`src/shared/srx_tdm_defs.vh`:
```
// Constants for the receiver auxiliary TDM output block
`ifndef SRX_TDM_DEFS_VH
`define SRX_TDM_DEFS_VH

// Register bus
`define SRX_ADDR_W        4
`define SRX_DATA_W        16
`define SRX_ADDR_CTRL     4'h0
`define SRX_ADDR_STATUS   4'h1

// Control register fields
`define SRX_PIN_SEL_MSB   3
`define SRX_PIN_SEL_LSB   0
`define SRX_CLK_SEL_BIT   4
`define SRX_CTRL_RESET    5'h00
`define SRX_PIN_OFF       4'h0

// Status register fields
`define SRX_ST_ACTIVE     0
`define SRX_ST_EMPTY      1
`define SRX_ST_UNDERRUN   2

// Output ports
`define SRX_PORTS         4

// TDM frame layout
`define SRX_AUDIO_W       24
`define SRX_SLOT_W        32
`define SRX_BITCNT_W      8
`define SRX_SLOT_LEFT     3'h0
`define SRX_SLOT_LAUX     3'h1
`define SRX_SLOT_CODEC    3'h2
`define SRX_SLOT_RIGHT    3'h4
`define SRX_SLOT_RAUX     3'h5
`define SRX_SLOT_BLOCK    3'h7
`define SRX_POS_AUX0      5'h14
`define SRX_POS_CTYPE     5'h16
`define SRX_POS_ATYPE     5'h17
`define SRX_POS_BLOCK     5'h17
`define SRX_POS_AUD_MSB   5'h17
`define SRX_POS_AUD_END   5'h18

// Frame word held in the FIFO
`define SRX_WORD_W        59
`define SRX_FIFO_DEPTH    16
`define SRX_FIFO_AW       4
`define SRX_W_LEFT_LSB    0
`define SRX_W_RIGHT_LSB   24
`define SRX_W_LAUX_LSB    48
`define SRX_W_RAUX_LSB    52
`define SRX_W_CTYPE       56
`define SRX_W_ATYPE       57
`define SRX_W_BLOCK       58

`endif

```
`src/hdl/srx_tdm_top.v`:
```
// Receiver auxiliary TDM output: control register, clock choice, slot builder
//
// Behaviour
// - The pin select field is one-hot and picks exactly one of four serial data outputs.
// - A pin select of zero, the reset value, drives no TDM stream on any output.
// - Clock select 0, the reset value, clocks the port from the recovered receiver clocks.
// - Clock select 1 clocks the port from filtered clock generator three instead.
// - Slots 0 and 4 carry 24 audio bits then zeros; slots 3 and 6 are all zeros.
// - Slots 1 and 5 carry 20 zeros, parity, validity, user, status, then zeros.
// - Slot 2 carries compression and audio type at bits 22 and 23; slot 7 the block start.
//
// The placing of the registers and the plain strobed port are this design's own decisions.
`timescale 1ns/1ps
`include "srx_tdm_defs.vh"
module srx_tdm_top (
  input  wire                      clock,
  input  wire                      sys_rst,
  input  wire [`SRX_ADDR_W-1:0]    reg_addr,
  input  wire [`SRX_DATA_W-1:0]    reg_wdata,
  input  wire                      reg_wr,
  input  wire                      reg_rd,
  output reg  [`SRX_DATA_W-1:0]    reg_rdata,
  input  wire                      dec_valid,
  output wire                      dec_ready,
  input  wire [`SRX_AUDIO_W-1:0]   dec_left_audio,
  input  wire [`SRX_AUDIO_W-1:0]   dec_right_audio,
  input  wire [3:0]                dec_left_aux,
  input  wire [3:0]                dec_right_aux,
  input  wire                      dec_compr_type,
  input  wire                      dec_audio_type,
  input  wire                      dec_block_start,
  input  wire                      rec_bit_clock,
  input  wire                      rec_frame_clock,
  input  wire                      gen3_bit_clock,
  input  wire                      gen3_frame_clock,
  output reg  [`SRX_PORTS-1:0]     serial_data_out_pin,
  output reg  [`SRX_PORTS-1:0]     serial_data_out_en,
  output reg  [`SRX_PORTS-1:0]     bit_clock_out_pin,
  output reg  [`SRX_PORTS-1:0]     frame_clock_out_pin
);

  // Control and status state
  reg  [`SRX_PIN_SEL_MSB:0]  pin_sel_reg;
  reg                        clk_sel_reg;
  reg                        underrun_reg;
  reg                        underrun_next;
  reg  [`SRX_PORTS-1:0]      route_next;

  // Link clock sampling
  wire [3:0]                 clk_sync;
  reg                        bclk_sel;
  reg                        fclk_sel;
  reg                        bclk_prev_reg;
  reg                        fclk_seen_reg;
  wire                       bclk_rise;
  wire                       bclk_fall;

  // Frame serialiser
  reg  [`SRX_BITCNT_W-1:0]   bit_cnt_reg;
  reg  [`SRX_WORD_W-1:0]     frame_reg;
  reg                        start_pend_reg;
  reg                        sdata_bit;
  wire [2:0]                 slot;
  wire [4:0]                 pos;
  wire [`SRX_AUDIO_W-1:0]    aud_l;
  wire [`SRX_AUDIO_W-1:0]    aud_r;
  wire [3:0]                 aux_l;
  wire [3:0]                 aux_r;

  // FIFO
  wire [`SRX_WORD_W-1:0]     fifo_in;
  wire [`SRX_WORD_W-1:0]     fifo_out;
  wire                       fifo_out_valid;
  wire                       fifo_empty;
  wire                       frame_load;
  wire                       active;

  // Per-port next values
  wire [`SRX_PORTS-1:0]      en_next;
  wire [`SRX_PORTS-1:0]      bclk_next;
  wire [`SRX_PORTS-1:0]      fclk_next;
  wire [`SRX_PORTS-1:0]      data_next;

  // Decoded frame packed into one FIFO word
  assign fifo_in = {dec_block_start, dec_audio_type, dec_compr_type,
                    dec_right_aux, dec_left_aux, dec_right_audio, dec_left_audio};

  // Absorbs bursts from the decoder; back-pressure reaches it through dec_ready
  srx_tdm_fifo #(
    .W     (`SRX_WORD_W),
    .DEPTH (`SRX_FIFO_DEPTH),
    .AW    (`SRX_FIFO_AW)
  ) u_fifo (
    .clock     (clock),
    .sys_rst   (sys_rst),
    .in_data   (fifo_in),
    .in_valid  (dec_valid),
    .in_ready  (dec_ready),
    .out_data  (fifo_out),
    .out_valid (fifo_out_valid),
    .out_ready (frame_load),
    .empty     (fifo_empty)
  );

  // Both clock pairs come from outside this domain
  srx_tdm_sync #(
    .W (4)
  ) u_sync (
    .clock    (clock),
    .sys_rst  (sys_rst),
    .async_in ({gen3_frame_clock, gen3_bit_clock, rec_frame_clock, rec_bit_clock}),
    .sync_out (clk_sync)
  );

  // Clock source choice
  always @* begin
    if (clk_sel_reg) begin
      bclk_sel = clk_sync[2];
      fclk_sel = clk_sync[3];
    end else begin
      bclk_sel = clk_sync[0];
      fclk_sel = clk_sync[1];
    end
  end

  assign bclk_rise = bclk_sel && !bclk_prev_reg;
  assign bclk_fall = !bclk_sel && bclk_prev_reg;

  // Only a clean one-hot value routes; anything else is off
  always @* begin
    case (pin_sel_reg)
      4'h1:    route_next = 4'h1;
      4'h2:    route_next = 4'h2;
      4'h4:    route_next = 4'h4;
      4'h8:    route_next = 4'h8;
      default: route_next = 4'h0;
    endcase
  end

  assign active = (route_next != `SRX_PIN_OFF);

  // A new frame is taken at the first falling bit clock after the frame clock rose
  assign frame_load = bclk_fall && start_pend_reg;

  // Slot number and bit position within the slot, MSB first
  assign slot  = bit_cnt_reg[7:5];
  assign pos   = bit_cnt_reg[4:0];

  // Fields of the held frame word
  assign aud_l = frame_reg[`SRX_W_LEFT_LSB +: `SRX_AUDIO_W];
  assign aud_r = frame_reg[`SRX_W_RIGHT_LSB +: `SRX_AUDIO_W];
  assign aux_l = frame_reg[`SRX_W_LAUX_LSB +: 4];
  assign aux_r = frame_reg[`SRX_W_RAUX_LSB +: 4];

  // Bit picked from the held frame for the current slot position
  always @* begin
    sdata_bit = 1'b0;
    case (slot)
      `SRX_SLOT_LEFT: begin
        if (pos < `SRX_POS_AUD_END) sdata_bit = aud_l[`SRX_POS_AUD_MSB - pos];
      end
      `SRX_SLOT_RIGHT: begin
        if (pos < `SRX_POS_AUD_END) sdata_bit = aud_r[`SRX_POS_AUD_MSB - pos];
      end
      `SRX_SLOT_LAUX: begin
        if (pos >= `SRX_POS_AUX0 && pos < `SRX_POS_AUD_END)
          sdata_bit = aux_l[2'h3 - pos[1:0]];
      end
      `SRX_SLOT_RAUX: begin
        if (pos >= `SRX_POS_AUX0 && pos < `SRX_POS_AUD_END)
          sdata_bit = aux_r[2'h3 - pos[1:0]];
      end
      `SRX_SLOT_CODEC: begin
        if (pos == `SRX_POS_CTYPE) sdata_bit = frame_reg[`SRX_W_CTYPE];
        if (pos == `SRX_POS_ATYPE) sdata_bit = frame_reg[`SRX_W_ATYPE];
      end
      `SRX_SLOT_BLOCK: begin
        if (pos == `SRX_POS_BLOCK) sdata_bit = frame_reg[`SRX_W_BLOCK];
      end
      default: sdata_bit = 1'b0;
    endcase
  end

  // Underrun: frame start with nothing queued sends zeros; set wins over clear
  always @* begin
    underrun_next = underrun_reg;
    if (reg_wr && reg_addr == `SRX_ADDR_STATUS && reg_wdata[`SRX_ST_UNDERRUN])
      underrun_next = 1'b0;
    if (frame_load && !fifo_out_valid)
      underrun_next = 1'b1;
  end

  // Underrun flag register
  always @(posedge clock) begin
    if (sys_rst) begin
      underrun_reg <= 1'b0;
    end else begin
      underrun_reg <= underrun_next;
    end
  end

  // Register writes
  always @(posedge clock) begin
    if (sys_rst) begin
      pin_sel_reg <= `SRX_PIN_OFF;
      clk_sel_reg <= 1'b0;
    end else begin
      if (reg_wr && reg_addr == `SRX_ADDR_CTRL) begin
        pin_sel_reg <= reg_wdata[`SRX_PIN_SEL_MSB:`SRX_PIN_SEL_LSB];
        clk_sel_reg <= reg_wdata[`SRX_CLK_SEL_BIT];
      end
    end
  end

  // Read data one cycle after the strobe; unmapped reads return zero
  always @(posedge clock) begin
    if (sys_rst) begin
      reg_rdata <= 16'h0000;
    end else if (reg_rd) begin
      case (reg_addr)
        `SRX_ADDR_CTRL:   reg_rdata <= {11'h000, clk_sel_reg, pin_sel_reg};
        `SRX_ADDR_STATUS: reg_rdata <= {13'h0000, underrun_reg, fifo_empty, active};
        default:          reg_rdata <= 16'h0000;
      endcase
    end else begin
      reg_rdata <= 16'h0000;
    end
  end

  // Bit clock edge detector works on the synchronised copy only
  always @(posedge clock) begin
    if (sys_rst) begin
      bclk_prev_reg <= 1'b0;
    end else begin
      bclk_prev_reg <= bclk_sel;
    end
  end

  // Frame clock is sampled on the rising bit clock, where the far side keeps it stable
  always @(posedge clock) begin
    if (sys_rst) begin
      fclk_seen_reg  <= 1'b0;
      start_pend_reg <= 1'b0;
    end else begin
      if (bclk_rise) begin
        fclk_seen_reg <= fclk_sel;
        if (fclk_sel && !fclk_seen_reg) start_pend_reg <= 1'b1;
      end
      if (frame_load) begin
        start_pend_reg <= 1'b0;
      end
    end
  end

  // Counter steps on the falling bit clock; a frame start restarts it and loads a word
  always @(posedge clock) begin
    if (sys_rst) begin
      bit_cnt_reg <= 8'h00;
      frame_reg   <= {`SRX_WORD_W{1'b0}};
    end else if (frame_load) begin
      bit_cnt_reg <= 8'h00;
      frame_reg   <= fifo_out_valid ? fifo_out : {`SRX_WORD_W{1'b0}}; // Empty queue sends silence
    end else if (bclk_fall) begin
      bit_cnt_reg <= bit_cnt_reg + 8'h01;
    end
  end

  // Per-port next values: only the routed port sees data and clocks
  genvar gi;
  generate
    for (gi = 0; gi < `SRX_PORTS; gi = gi + 1) begin : g_port
      assign en_next[gi]   = route_next[gi];
      assign bclk_next[gi] = route_next[gi] & bclk_sel;
      assign fclk_next[gi] = route_next[gi] & fclk_sel;
      assign data_next[gi] = route_next[gi] & sdata_bit & ~frame_load;
    end
  endgenerate

  // Data changes on the falling bit clock; a port that loses its route drops at once
  always @(posedge clock) begin
    if (sys_rst) begin
      serial_data_out_pin <= 4'h0;
    end else if (bclk_fall) begin
      serial_data_out_pin <= data_next;
    end else begin
      serial_data_out_pin <= serial_data_out_pin & en_next;
    end
  end

  // Enable and clocks follow the route with one register stage
  always @(posedge clock) begin
    if (sys_rst) begin
      serial_data_out_en  <= 4'h0;
      bit_clock_out_pin   <= 4'h0;
      frame_clock_out_pin <= 4'h0;
    end else begin
      serial_data_out_en  <= en_next;
      bit_clock_out_pin   <= bclk_next;
      frame_clock_out_pin <= fclk_next;
    end
  end

endmodule

```
`src/hdl/srx_tdm_sync.v`:
```
// Two-flop synchroniser for pin-level inputs
`timescale 1ns/1ps
module srx_tdm_sync #(
  parameter W = 1
) (
  input  wire         clock,
  input  wire         sys_rst,
  input  wire [W-1:0] async_in,
  output reg  [W-1:0] sync_out
);

  reg [W-1:0] meta_reg;

  // First stage feeds only the second stage
  always @(posedge clock) begin
    if (sys_rst) begin
      meta_reg <= {W{1'b0}};
      sync_out <= {W{1'b0}};
    end else begin
      meta_reg <= async_in;
      sync_out <= meta_reg;
    end
  end

endmodule

```
`src/hdl/srx_tdm_fifo.v`:
```
// Frame FIFO with registered read data, valid and ready on both sides
`timescale 1ns/1ps
module srx_tdm_fifo #(
  parameter W     = 59,
  parameter DEPTH = 16,
  parameter AW    = 4
) (
  input  wire         clock,
  input  wire         sys_rst,
  input  wire [W-1:0] in_data,
  input  wire         in_valid,
  output reg          in_ready,
  output reg  [W-1:0] out_data,
  output reg          out_valid,
  input  wire         out_ready,
  output wire         empty
);

  localparam [AW:0] FULL = DEPTH;

  reg [W-1:0] mem [0:DEPTH-1];
  reg [AW-1:0] wr_ptr_reg;
  reg [AW-1:0] rd_ptr_reg;
  reg [AW:0]   count_reg;
  reg [AW:0]   count_next;
  wire         push;
  wire         pop;

  // Full when all entries are taken; output register counts separately
  assign push     = in_valid && in_ready;
  assign pop      = (count_reg != {(AW+1){1'b0}}) && (!out_valid || out_ready);
  assign empty    = !out_valid && (count_reg == {(AW+1){1'b0}});

  // Entry count after this cycle; ready is registered from it so the port is a flop
  always @* begin
    count_next = count_reg;
    if (push && !pop) begin
      count_next = count_reg + 1'b1;
    end else if (pop && !push) begin
      count_next = count_reg - 1'b1;
    end
  end

  // Storage array, written only on push
  always @(posedge clock) begin
    if (push) begin
      mem[wr_ptr_reg] <= in_data;
    end
  end

  // Pointers, count and output register
  always @(posedge clock) begin
    if (sys_rst) begin
      wr_ptr_reg <= {AW{1'b0}};
      rd_ptr_reg <= {AW{1'b0}};
      count_reg  <= {(AW+1){1'b0}};
      in_ready   <= 1'b0;
      out_valid  <= 1'b0;
      out_data   <= {W{1'b0}};
    end else begin
      if (push) begin
        wr_ptr_reg <= wr_ptr_reg + 1'b1;
      end
      if (pop) begin
        rd_ptr_reg <= rd_ptr_reg + 1'b1;
        out_data   <= mem[rd_ptr_reg];
        out_valid  <= 1'b1;
      end else if (out_ready) begin
        out_valid <= 1'b0;
      end
      count_reg <= count_next;
      in_ready  <= (count_next != FULL);
    end
  end

endmodule

```
`config.mk`:
```
export PLATFORM = sky130hd
export DESIGN_NAME = srx_tdm_top
export DESIGN_NICKNAME = d
export VERILOG_FILES = /design/src/hdl/srx_tdm_top.v /design/src/hdl/srx_tdm_sync.v /design/src/hdl/srx_tdm_fifo.v
export VERILOG_INCLUDE_DIRS = /design/src /design/src/shared
export SDC_FILE = /design/constraint.sdc
export NUM_CORES = 1
export LEC_CHECK = 0
export ABC_AREA = 1
export BUFFER_PORTS_ARGS = -buffer_cell sky130_fd_sc_hd__buf_4
export CAP_MARGIN = 20
export CORE_UTILIZATION = 35
export DETAILED_ROUTE_END_ITERATION = 10
export MAX_ROUTING_LAYER = met4
export PLACE_DENSITY_LB_ADDON = 0.1
export SYNTH_ARGS = -nofsm -noshare
export SYNTH_HDL_FRONTEND = slang
export SYNTH_SLANG_ARGS = --single-unit
```
`constraint.sdc`:
```
create_clock -name clock -period 4.4 [get_ports clock]
set_input_delay 1.1 -clock clock [delete_from_list [all_inputs] [get_ports clock]]
set_output_delay 1.1 -clock clock [all_outputs]
set_load 0.01 [all_outputs]
```
**Word-level counts from Yosys, hierarchy flattened**

Memory sizes are Yosys's and may differ from the RTL's. A register that Yosys moved wholly into a read port is not among the register bits.
Cells that the tools add are included.

- Output and inout bits: 33
- Register bits after elaboration: 131
- Memories kept: 1
- Memory bits (writable): 944
- Word-level logic and storage cells: 125

Memory list:

| name | depth | bits a word | read ports | clocked after memory_dff | write ports | line | source |
|---|---|---|---|---|---|---|---|
| u_fifo.mem | 16 | 59 | 1 | 1 | 1 | srx_tdm_fifo.v:21 | `reg [W-1:0] mem [0:DEPTH-1];` |

- Reductions and logical operators: 31
- Mux-type cells: 30
- $lt $le $gt $ge: 4
- Equality and inequality tests: 13
- Bitwise logic cells: 19
- Add/subtract/negate cells: 7

Operators with widths:

| cell | count |
|---|---|
| $mux W59 | 1 |
| $mux W1 | 19 |
| $and A1 B1 Y1 | 16 |
| $pmux W4 S4 | 1 |
| $logic_and A1 B1 Y1 | 14 |
| $bmux W1 S5 | 2 |
| $eq A5 B5 Y1 const B | 2 |
| $mux W5 | 2 |
| $pmux W5 S2 | 1 |
| $eq A3 B3 Y1 const B | 3 |
| $add A4 B1 Y4 const B | 2 |
| $add A8 B1 Y8 const B | 1 |
| $eq A4 B1 Y1 const B | 2 |
| $logic_not A1 Y1 | 6 |
| $lt A5 B6 Y1 const B | 1 |
| $pmux W1 S6 | 1 |
| $add A5 B1 Y5 const B | 1 |
| $ge A5 B5 Y1 const B | 1 |
| $logic_not A5 Y1 | 1 |
| $lt A5 B5 Y1 const B | 1 |
| $ne A5 B5 Y1 const B | 1 |
| $reduce_bool A5 Y1 | 1 |
| $sub A5 B1 Y5 const B | 1 |
| $sub A5 B5 Y5 const A | 1 |
| 18 further kinds | 22 |

**Depth between registers and ports, before layout**

Gate-level depths: netlist of the first run.

- Word-level depth: 10
- Mapped depth: 16
- Gate-level depth less buffers: 16

**Hierarchy**

Synthesis of the first run repeated with hierarchy kept, for this count alone.

- Cell total of the unflattened synthesis: 3825
- Area, all modules: 44732.9 µm²

Modules (own cells, without submodules):

| module | cells an instance | times used | seq. area each (µm²) | area an instance (µm²) |
|---|---|---|---|---|
| srx_tdm_fifo | 3197 | 1 | 29828.6 | 40128.5 |
| srx_tdm_top | 603 | 1 | 1941.9 | 4372.9 |
| srx_tdm_sync | 25 | 1 | 160.2 | 231.5 |

**Worst setup path after synthesis of the first run**

Ideal clock, no wire load.

- Path type: in2reg
- Start: in dec_valid
- End: mem u_fifo.mem[0][0] (enable)
- Cell stages on the path: 4
- Slack: -80 ps
- Setup time: 476 ps
- Data arrival time: 4003 ps
- Cells stage by stage: nand2_1 > inv_1 > nand2_1 > nor2_1

- Word-level cells in the longest chain between the ends: 3

Ends and longest elaborated chain:

| what | line | source |
|---|---|---|
| start, declared | srx_tdm_top.v:23 | `input wire dec_valid,` |
| $logic_and A1 B1 Y1 | srx_tdm_fifo.v:30 | `assign push = in_valid && in_ready;` |
| $mux W1 | srx_tdm_fifo.v:46 | `if (push) begin` |
| $mux W1 (not written as such) | srx_tdm_fifo.v:47 | `mem[wr_ptr_reg] <= in_data;` |
| end, declared | srx_tdm_fifo.v:21 |  |

No other way between the ends.

**Worst setup path in the final report of the first run**

- Start: reg clk_sel_reg
- End: reg u_fifo.rd_ptr_reg[2]

- Word-level cells in the longest chain between the ends: 6

Ends and longest elaborated chain:

| what | line | source |
|---|---|---|
| start, declared | srx_tdm_top.v:44 | `reg clk_sel_reg;` |
| start signal, assigned | srx_tdm_top.v:210 | `` clk_sel_reg <= reg_wdata[`SRX_CLK_SEL_BIT]; `` |
| $mux W1 | srx_tdm_top.v:117 | `if (clk_sel_reg) begin` |
| $logic_not A1 Y1 | srx_tdm_top.v:127 | `assign bclk_fall = !bclk_sel && bclk_prev_reg;` |
| $logic_and A1 B1 Y1 | srx_tdm_top.v:127 |  |
| $logic_and A1 B1 Y1 | srx_tdm_top.v:143 | `assign frame_load = bclk_fall && start_pend_reg;` |
| $logic_or A1 B1 Y1 | srx_tdm_fifo.v:31 | `assign pop = (count_reg != {(AW+1){1'b0}}) && (!out_valid \|\| out_ready);` |
| $logic_and A1 B1 Y1 | srx_tdm_fifo.v:31 |  |
| end signal, assigned | srx_tdm_fifo.v:55 | `rd_ptr_reg <= {AW{1'b0}};` |
| end signal, assigned | srx_tdm_fifo.v:65 | `rd_ptr_reg <= rd_ptr_reg + 1'b1;` |
| end, declared | srx_tdm_fifo.v:23 | `reg [AW-1:0] rd_ptr_reg;` |

No other way between the ends.
A chain may end at the register's enable or synchronous reset.

==> flow_summary.json, run 1 <==
{
  "outcome": "complete, no violations",
  "syn_avg_cell_area_sq_um": 12.0,
  "rsz0062_at_grt": "false",
  "synth_top_area_cell": "edfxtp_1",
  "max_slew_margin": 0.372,
  "setup_viol": 0,
  "drv_slew": 0,
  "track_usage": 0.197,
  "rows": 129,
  "crit_type": "flop to flop",
  "antenna_found_initial": 6,
  "coreArea_sq_um": 124000,
  "grt_max_degree": 162,
  "numCtsBuffers": 121,
  "mostFrequentLayoutCell": "edfxtp_1",
  "synthFlopType": "edfxtp_1",
  "ant_nets": 0,
  "drt_iter0_drc": 2338,
  "cellPowerDensity_nw_per_um2": 575,
  "worst_pin_slew_ns": 0.942,
  "p_comb_frac": 0.237,
  "hp-class": "flop to flop",
  "start_util": 0.354,
  "ys_seq_area_frac": 0.726,
  "dp_hpwl_microns": 61300,
  "die_area_sq_um": 127000,
  "drtPass1Iterations": 5,
  "grt_pass1_vias": 27100,
  "swShare": 0.319,
  "postSynthCellCount": 3681,
  "synthDominantCellAreaShare": 0.644,
  "place.gp.congestion": 0.795,
  "grt_pass1_wl_microns": 180000,
  "internal_power_mw": 19.8,
  "clkPwrFrac": 0.344,
  "seq_power_share": 0.420,
  "reg2reg_depth": 11,
  "cts_sinks": 1123,
  "hold_viol": 0,
  "worstHoldStart": "u_sync.meta_reg[2]",
  "post_cts_buffers": 0,
  "ys_top_cells_by_area": "edfxtp_1 (64%), dfxtp_1 (8.1%), o21ai_0 (6.5%)",
  "worstReg2RegStart": "clk_sel_reg",
  "nNetsFinal": 3818,
  "synth_edf_count": 944,
  "min_period_ns": 3.01,
  "async_flop_share": 0,
  "wl_per_cell_microns": 22.4,
  "clk_pin_slew_ns": 0.06,
  "drv_cap": 0,
  "synth_cell_types": 38,
  "final_cell_mix": "edfxtp_1 (944), nor2_1 (743), o21ai_0 (575), o22ai_1 (322), dfxtp_1 (174)",
  "portBuffers": 98,
  "p_leak_nw": 17.1,
  "tns_ns": 0,
  "cts_tree": "done",
  "ys_ff_latch": 1123,
  "ctsHoldBuffers": 0,
  "syn_area_sq_um": 44000,
  "clkLatencyLatePin_ns": 0.74,
  "cts-root-buf": "clkbuf_16",
  "pin_count": 121,
  "hold_end": "u_sync.sync_out[2]",
  "drive_gt1_frac": 0.103,
  "power.net_switching_mw": 9.27,
  "vias_per_cell": 5.13,
  "dieWidth_microns": 357,
  "rr_endpoint": "u_fifo.rd_ptr_reg[2]",
  "fin_skew_ns": 0.0270,
  "finalCritPeriodShare": 0.683,
  "worstPathMaxFanout": 61,
  "ys.warnings.count": 0,
  "cts_max_level": 3,
  "largest_reg_flops": 944,
  "die_h_microns": 357,
  "maxClockFrequency_mhz": 333,
  "cp_data_arrival_time_ns": 3.58,
  "clockBufferDepth": 3,
  "drc": 0,
  "syn2layout_area_growth_pct": 14.8,
  "num_vias": 28000,
  "irDropWorstVdd_uv": 478,
  "post-route-util": 0.406,
  "routed_wl_microns": 122000,
  "hold_depth": 2,
  "overflow": 0,
  "critPathRequiredTime_ns": 4.97,
  "cts-resized-gates": 0,
  "start_kind": "flop",
  "endpoint_kind": "flop",
  "rrSetupSlack_ns": 1.39
}
==> power by group through the flow <==
stage | registers [mW] | clock network (mW) | logic (mW)
finish | 12.2 | 9.99 | 6.87
floorplan | 12.3 | 0 | 4.84
global route | 12.2 | 10.7 | 7.76
detailed placement | 12.4 | 0 | 7.00
CTS | 12.2 | 10.2 | 7.01
global placement | 12.4 | 0 | 6.98
==> critical path, stage by stage, from the launching register on <==
cell	delay (ns)
dfxtp_1	0.35
inv_2	0.06
nand2_1	0.07
nand2_2	0.08
nor2_4	0.26
nand2_4	0.43
nand2_4	0.24
nand2_4	0.25
inv_2	0.77
nand3_1	0.14
nand2_1	0.10
a21oi_1	0.04
==> layer usage <==
| layer | wire (microns) | global-route usage |
|---|---|---|
| met5 | 0 | - |
| met3 | 5370 | 0.0320 |
| met4 | 2260 | 0.0429 |
| met2 | 56200 | 0.304 |
| met1 | 58400 | 0.273 |
==> stage by stage <==
step / cells / hold slack [ns] / cell area (sq um) / worst slack [ns] / total power [mW]
after floorplan: 3691 / 0.388 / 44000 / -0.0796 / 17.1
after global placement: 5232 / 0.401 / 46600 / 1.21 / 19.4
after detailed placement: 5232 / 0.400 / 46600 / 1.18 / 19.4
after CTS: 5458 / 0.410 / 50500 / 1.28 / 29.4
after global routing: 5463 / 0.422 / 50500 / 1.05 / 30.6
final: 5463 / 0.409 / 50500 / 1.39 / 29.0
==> synthesized netlist by cell type (4+ instances only) <==
cell type  instances
o41ai_1           17
o32ai_1           13
edfxtp_1         944
clkbuf_1         161
inv_1            174
o22ai_1          322
dfxtp_1          179
nand4_1            4
buf_1              9
ha_1              12
buf_2             49
o21ai_1           92
nor2_1           759
nand2_4            4
buf_4             36
o21ai_0          575
buf_6              8
inv_2              5
nand2_1          137
nand3_1           92
or2_2              4
a21oi_1           45
nor3_1            18
xor2_1             4
==> final cells by class <==
class / count / area [sq um]
Sequential cell: 1123 / 31900
Timing Repair Buffer: 169 / 1590
Clock buffer: 168 / 3410
Tap cell: 1637 / 2050
Multi-Input combinational cell: 2122 / 10300
Fill cell: 11900 / 73800
Clock inverter: 58 / 505
Antenna cell: 5 / 12.5
Inverter: 181 / 697
==> how the worst max path moves through the flow <==
stage                 from                   end  slack (ns)  depth (start not counted)
2_1_floorplan    dec_valid      u_fifo.mem[0][0]       -0.08                          4
4_1_cts        clk_sel_reg  u_fifo.rd_ptr_reg[2]        1.28                         11
6_report       clk_sel_reg  u_fifo.rd_ptr_reg[2]        1.39                         11
3_5_place_dp     dec_valid    u_fifo.mem[11][21]        1.18                          6
5_1_grt        clk_sel_reg   u_fifo.out_data[14]        1.05                         12
3_3_place_gp     dec_valid    u_fifo.mem[13][11]        1.21                          6
==> cells by family after synthesis <==
group                    Yosys count  synth area share
adder cells (fa/ha/maj)           12           0.00341
other                              1         0.0000852
AND/OR/NAND/NOR                 1022            0.0919
flip-flops                      1123             0.726
AO/OA/AOI/OAI                   1072             0.134
XOR/XNOR                           5          0.000995
buffers and inverters            446            0.0440
No activity file was read; power rests on OpenSTA's default activity.
==> run 2: changes to the inputs <==
==> constraint.sdc (replaced) <==
create_clock -name clock -period 2.5 [get_ports clock]
set_input_delay 0.625 -clock clock [delete_from_list [all_inputs] [get_ports clock]]
set_output_delay 0.625 -clock clock [all_outputs]
set_load 0.01 [all_outputs]
==> run 2 against run 1 <==
Hold slack worse by 0.32 ns. Clock-buffer cell count up 12. Via count is 2.3% higher. Core utilization is 1.0 points higher. Sequential power rose by 75%. Cell area is 2.5% higher. Non-clock buffer count rose by 70. Final cell count is 1.5% higher. Clock skew shrank 0.0060 ns. Maximum frequency rose by 36%. Register-to-register slack got worse by 1.1 ns. Critical path depth up 2. Critical path type unchanged. Largest cell class unchanged. Highest routed layer unchanged.
==> flow_summary.json, run 2 (synthesized netlist as in run 1, its figures left out) <==
{
  "place_ws_ns": 0.164,
  "drt_iter0_drc": 2180,
  "cp_common_cell": "nand2_4",
  "crit_type": "flop to flop",
  "endpoint_kind": "flop",
  "ant_nets": 0,
  "rrSetupSlack_ns": 0.29,
  "track_usage": 0.201,
  "worstHoldStart": "gen3_bit_clock",
  "syn2layout_area_growth_pct": 17.6,
  "largest_reg_flops": 944,
  "drive_gt1_frac": 0.118,
  "worst_pin_slew_ns": 0.718,
  "max_slew_margin": 0.516,
  "irDropWorstVdd_uv": 687,
  "dp_hpwl_microns": 69400,
  "portBuffers": 98,
  "finalPower_mw": 52.7,
  "critPathRequiredTime_ns": 3.19,
  "rsz0062_at_grt": "false",
  "worstReg2RegStart": "clk_sel_reg",
  "wl_per_cell_microns": 22.3,
  "min_period_ns": 2.21,
  "ctsHoldBuffers": 0,
  "finalCritPeriodShare": 0.883,
  "vias_per_cell": 5.17,
  "outcome": "complete, no violations",
  "die_area_sq_um": 127000,
  "cp_data_arrival_time_ns": 2.90,
  "pin_count": 121,
  "hold_depth": 3,
  "hold_end": "u_sync.meta_reg[2]",
  "start_kind": "flop",
  "fin_skew_ns": 0.0210,
  "overflow": 0,
  "p_leak_nw": 17.6,
  "rows": 129,
  "grt_pass1_wl_microns": 185000,
  "critPathLaunch": "clk_sel_reg",
  "crit_family": "simple AND/OR/NAND/NOR gates",
  "cts_tree": "done",
  "grt_max_degree": 107,
  "mostFrequentLayoutCell": "edfxtp_1",
  "drtPass1Iterations": 6,
  "worstPathCellList": "inv_2 > nand2_1 > nand2_2 > nor2_4 > nand2_4 > nand2_4 > nand2_4 > inv_2 > buf_4 > nor2_1 > nor2_1 > o21ai_1 > inv_1",
  "hp-class": "input pin to flop",
  "final_cell_mix": "edfxtp_1 (944), nor2_1 (743), o21ai_0 (575), o22ai_1 (322), dfxtp_1 (174)",
  "setup_viol": 0,
  "clockBufferDepth": 3,
  "drv_cap": 0,
  "cpMaxStageDelayCell": "inv_2",
  "clkLatencyLatePin_ns": 0.75,
  "hold_viol": 0,
  "routed_wl_microns": 124000,
  "cts_sinks": 1123,
  "cts-resized-gates": 0,
  "worst_slack_ns": 0.292,
  "grt_pass1_vias": 27900,
  "drv_slew": 0,
  "rr_endpoint": "u_fifo.out_data[58]",
  "cts_max_level": 4,
  "antenna_found_initial": 8,
  "place.gp.congestion": 0.796,
  "path_buf_inv": 4,
  "worstPathMaxFanout": 21,
  "whs_ns": 0.0911,
  "coreArea_sq_um": 124000,
  "cellPowerDensity_nw_per_um2": 1020,
  "maxClockFrequency_mhz": 453,
  "final_area_sq_um": 51800,
  "drc": 0,
  "dieWidth_microns": 357,
  "die_h_microns": 357,
  "reg2reg_depth": 13,
  "clk_pin_slew_ns": 0.06,
  "nNetsFinal": 3897,
  "dpl-instance-area_sq_um": 47700,
  "cts-root-buf": "clkbuf_16",
  "start_util": 0.354,
  "slowest_delay_ns": 0.43,
  "post_cts_buffers": 0,
  "num_vias": 28700,
  "numCtsBuffers": 130
}
[run 2: cell types whose count changed in the layout (fill, tap and decap cells not counted), sizes merged]
cell,before,now
buf,169,239
bufinv,7,4
clkbuf,168,180
clkinv,44,41
inv,187,190
diode,5,8
[run 2: area by class of cell]
| cell class | instances | area, sq um |
|---|---|---|
| sequential | 1123 | 31900 |
| clock buffer | 180 | 3610 |
| timing repair buffer | 239 | 2710 |
| inverter | 181 | 697 |
| multi-input combinational | 2122 | 10300 |
| tap | 1637 | 2050 |
| antenna | 8 | 20.0 |
| fill | 11800 | 72500 |
| clock inverter | 55 | 439 |
[run 2: per-stage QoR]
| step | utilization | instances | TNS (ns) |
|---|---|---|---|
| finish | 0.417 | 5545 | 0 |
| CTS | 0.416 | 5537 | 0 |
| detailed placement | 0.384 | 5302 | 0 |
| floorplan | - | 3691 | -500.49 |
| global placement | 0.384 | 5302 | 0 |
| global route | 0.417 | 5544 | 0 |
[run 2: report_power, final]
part | switching (mW) | total (mW) | internal, mW
Combinational | 8.92 | 13.3 | 4.38
Clock | 7.57 | 18.1 | 10.5
Sequential | 0.333 | 21.3 | 21.0
Total | 16.8 | 52.7 | 35.9
[run 2: tightest hold or removal path, cell delays in order]
cell	delay, ns
buf_4	0.08
inv_1	0.03
nor2_1	0.06
[run 2: worst max-delay path by stage]
| stage | endpoint | slack (ns) | depth (start not counted) |
|---|---|---|---|
| 2_1_floorplan | u_fifo.mem[10][0] | -0.56 | 4 |
| 3_3_place_gp | u_fifo.mem[10][39] | 0.17 | 7 |
| 3_5_place_dp | u_fifo.mem[10][39] | 0.16 | 7 |
| 4_1_cts | u_fifo.out_data[58] | 0.23 | 13 |
| 5_1_grt | u_fifo.out_data[41] | 0.01 | 13 |
| 6_report | u_fifo.out_data[58] | 0.29 | 13 |
[run 2: routing by layer]
layer,vias to the layer above,routed length [microns],global-route usage
met5,-,0,-
met4,0,2400,0.0523
met3,161,4890,0.0308
met2,541,57400,0.311
met1,14400,59200,0.276
li1,13600,-,-
==> run 3: changes to the inputs <==
==> constraint.sdc (replaced) <==
create_clock -name clock -period 2.5 [get_ports clock]
set_input_delay 0.5 -clock clock [delete_from_list [all_inputs] [get_ports clock]]
set_output_delay 0.5 -clock clock [all_outputs]
set_load 0.01 [all_outputs]
==> run 3 against run 2 <==
Wire length is 0.47% lower. Via count decreased by 0.77%. Clock-buffer cell count decreased by 4. Sequential power about the same. Hold slack worse by 0.031 ns. Critical path type unchanged. Critical endpoint is now u_fifo.out_data[52]. Sequential share of layout area is 0.42 points higher.
==> flow_summary.json, run 3 (synthesized netlist as in run 1, its figures left out) <==
{
  "outcome": "complete, no violations",
  "clockBufferDepth": 3,
  "final_area_sq_um": 51400,
  "wl_per_cell_microns": 22.3,
  "dpl-instance-area_sq_um": 47500,
  "ctsHoldBuffers": 11,
  "num_vias": 28500,
  "rsz0062_at_grt": "false",
  "routed_wl_microns": 123000,
  "post_cts_buffers": 0,
  "antenna_found_initial": 6,
  "overflow": 0,
  "fillCellCount": 11900,
  "rows": 129,
  "mostFrequentLayoutCell": "edfxtp_1",
  "finalCritPeriodShare": 0.878,
  "whs_ns": 0.0599,
  "irDropWorstVdd_uv": 599,
  "grt_pass1_wl_microns": 184000,
  "place.gp.congestion": 0.787,
  "critPathRequiredTime_ns": 3.20,
  "worstPathMaxFanout": 42,
  "track_usage": 0.200,
  "cp_data_arrival_time_ns": 2.89,
  "dp_cells": 5285,
  "worstPathCellList": "inv_8 > buf_4 > o21ai_0 > o22ai_1 > nor2_1 > o22ai_1 > o21ai_1 > inv_1",
  "cts_max_level": 3,
  "die_area_sq_um": 127000,
  "final_cell_mix": "edfxtp_1 (944), nor2_1 (743), o21ai_0 (575), o22ai_1 (322), dfxtp_1 (174)",
  "drc": 0,
  "p_leak_nw": 17.4,
  "portBuffers": 98,
  "setup_viol": 0,
  "coreArea_sq_um": 124000,
  "syn2layout_area_growth_pct": 16.8,
  "fin_skew_ns": 0.0328,
  "rrSetupSlack_ns": 0.30,
  "finalPower_mw": 51.7,
  "vias_per_cell": 5.15,
  "maxClockFrequency_mhz": 455,
  "nNetsFinal": 3882,
  "cp_common_cell": "o22ai_1",
  "slowest_delay_ns": 0.41,
  "pin_count": 121,
  "grt_max_degree": 107,
  "endpoint_kind": "flop",
  "grt_pass1_vias": 27500,
  "drive_gt1_frac": 0.110,
  "post-route-util": 0.414,
  "numCtsBuffers": 121,
  "start_util": 0.354,
  "max_slew_margin": 0.438,
  "dp_hpwl_microns": 67200,
  "min_period_ns": 2.20,
  "cpMaxStageDelayCell": "dfxtp_4",
  "cts-resized-gates": 0,
  "clkLatencyLatePin_ns": 0.75,
  "dieWidth_microns": 357,
  "hold_viol": 0,
  "drv_cap": 0,
  "largest_reg_flops": 944,
  "cts_tree": "done",
  "die_h_microns": 357,
  "instances_no_fill": 5528,
  "start_kind": "flop",
  "crit_type": "flop to flop",
  "drt_iter0_drc": 2452,
  "hold_depth": 1,
  "hp-class": "input pin to flop",
  "ant_nets": 0,
  "cellPowerDensity_nw_per_um2": 1010,
  "cts_sinks": 1123,
  "worst_pin_slew_ns": 0.839,
  "cts-root-buf": "clkbuf_16",
  "clk_pin_slew_ns": 0.06,
  "drtPass1Iterations": 5,
  "drv_slew": 0,
  "reg2reg_depth": 8
}
## run 3: changes by cell type in the layout (fill, tap and decap cells not counted), moves of 2 or more
cell           previous run  this run
buf_4                   166       155
dlygate4sd3_1             0        11
clkbuf_1                 35        45
clkbuf_16               133       124
buf_12                   73        67
inv_6                     8         2
clkbuf_8                 10         7
clkinvlp_4                1         4
diode_2                   8         5
clkbuf_4                  2         0
clkinv_1                 23        21
## run 3: worst paths after layout
check	startpoint	end
worst max-delay path	u_fifo.rd_ptr_reg[0]	u_fifo.out_data[52]
worst min register to register	u_sync.meta_reg[0]	u_sync.sync_out[0]
worst max register to register	u_fifo.rd_ptr_reg[0]	u_fifo.out_data[52]
worst min-delay path	dec_right_audio[16]	u_fifo.mem[1][40]
## run 3: worst max-delay path: cells and delay by family (launching register included)
kind | cells | cell delay [ns]
simple gates | 1 | 0.09
buf+inv | 3 | 0.72
flops | 1 | 0.41
compound gates | 4 | 0.91
## run 3: power by group
group / internal [mW] / total [mW] / leakage (nW) / switching, mW
logic: 4.26 / 13.1 / 5.60 / 8.88
registers: 21.0 / 21.3 / 9.97 / 0.334
clock network: 9.84 / 17.2 / 1.84 / 7.40
## run 3: stage by stage
step | setup TNS (ns) | setup WS (ns)
2_1_floorplan | -382.49 | -0.440
3_3_place_gp | 0 | 0.312
3_5_place_dp | 0 | 0.309
4_1_cts | 0 | 0.274
5_1_grt | 0 | 0.117
6_report | 0 | 0.304
## run 3: per-layer routing
layer / share of wire / GRT usage / up-vias
met4: 0.019 / 0.0477 / 0
met1: 0.48 / 0.277 / 14200
met3: 0.040 / 0.0303 / 155
met5: 0 / - / -
li1: - / - / 13500
met2: 0.46 / 0.309 / 550
## run 3: cell type report
class / instances / area (sq um) / share of cell area
flip-flops and latches: 1123 / 31900 / 0.621
multi-input cells: 2122 / 10300 / 0.200
clock buffers: 176 / 3370 / 0.0655
repair buffers: 233 / 2620 / 0.0509
well taps: 1637 / 2050 / 0.0398
inverters: 181 / 697 / 0.0136
clock inverters: 51 / 429 / 0.00835
diodes: 5 / 12.5 / 0.000243
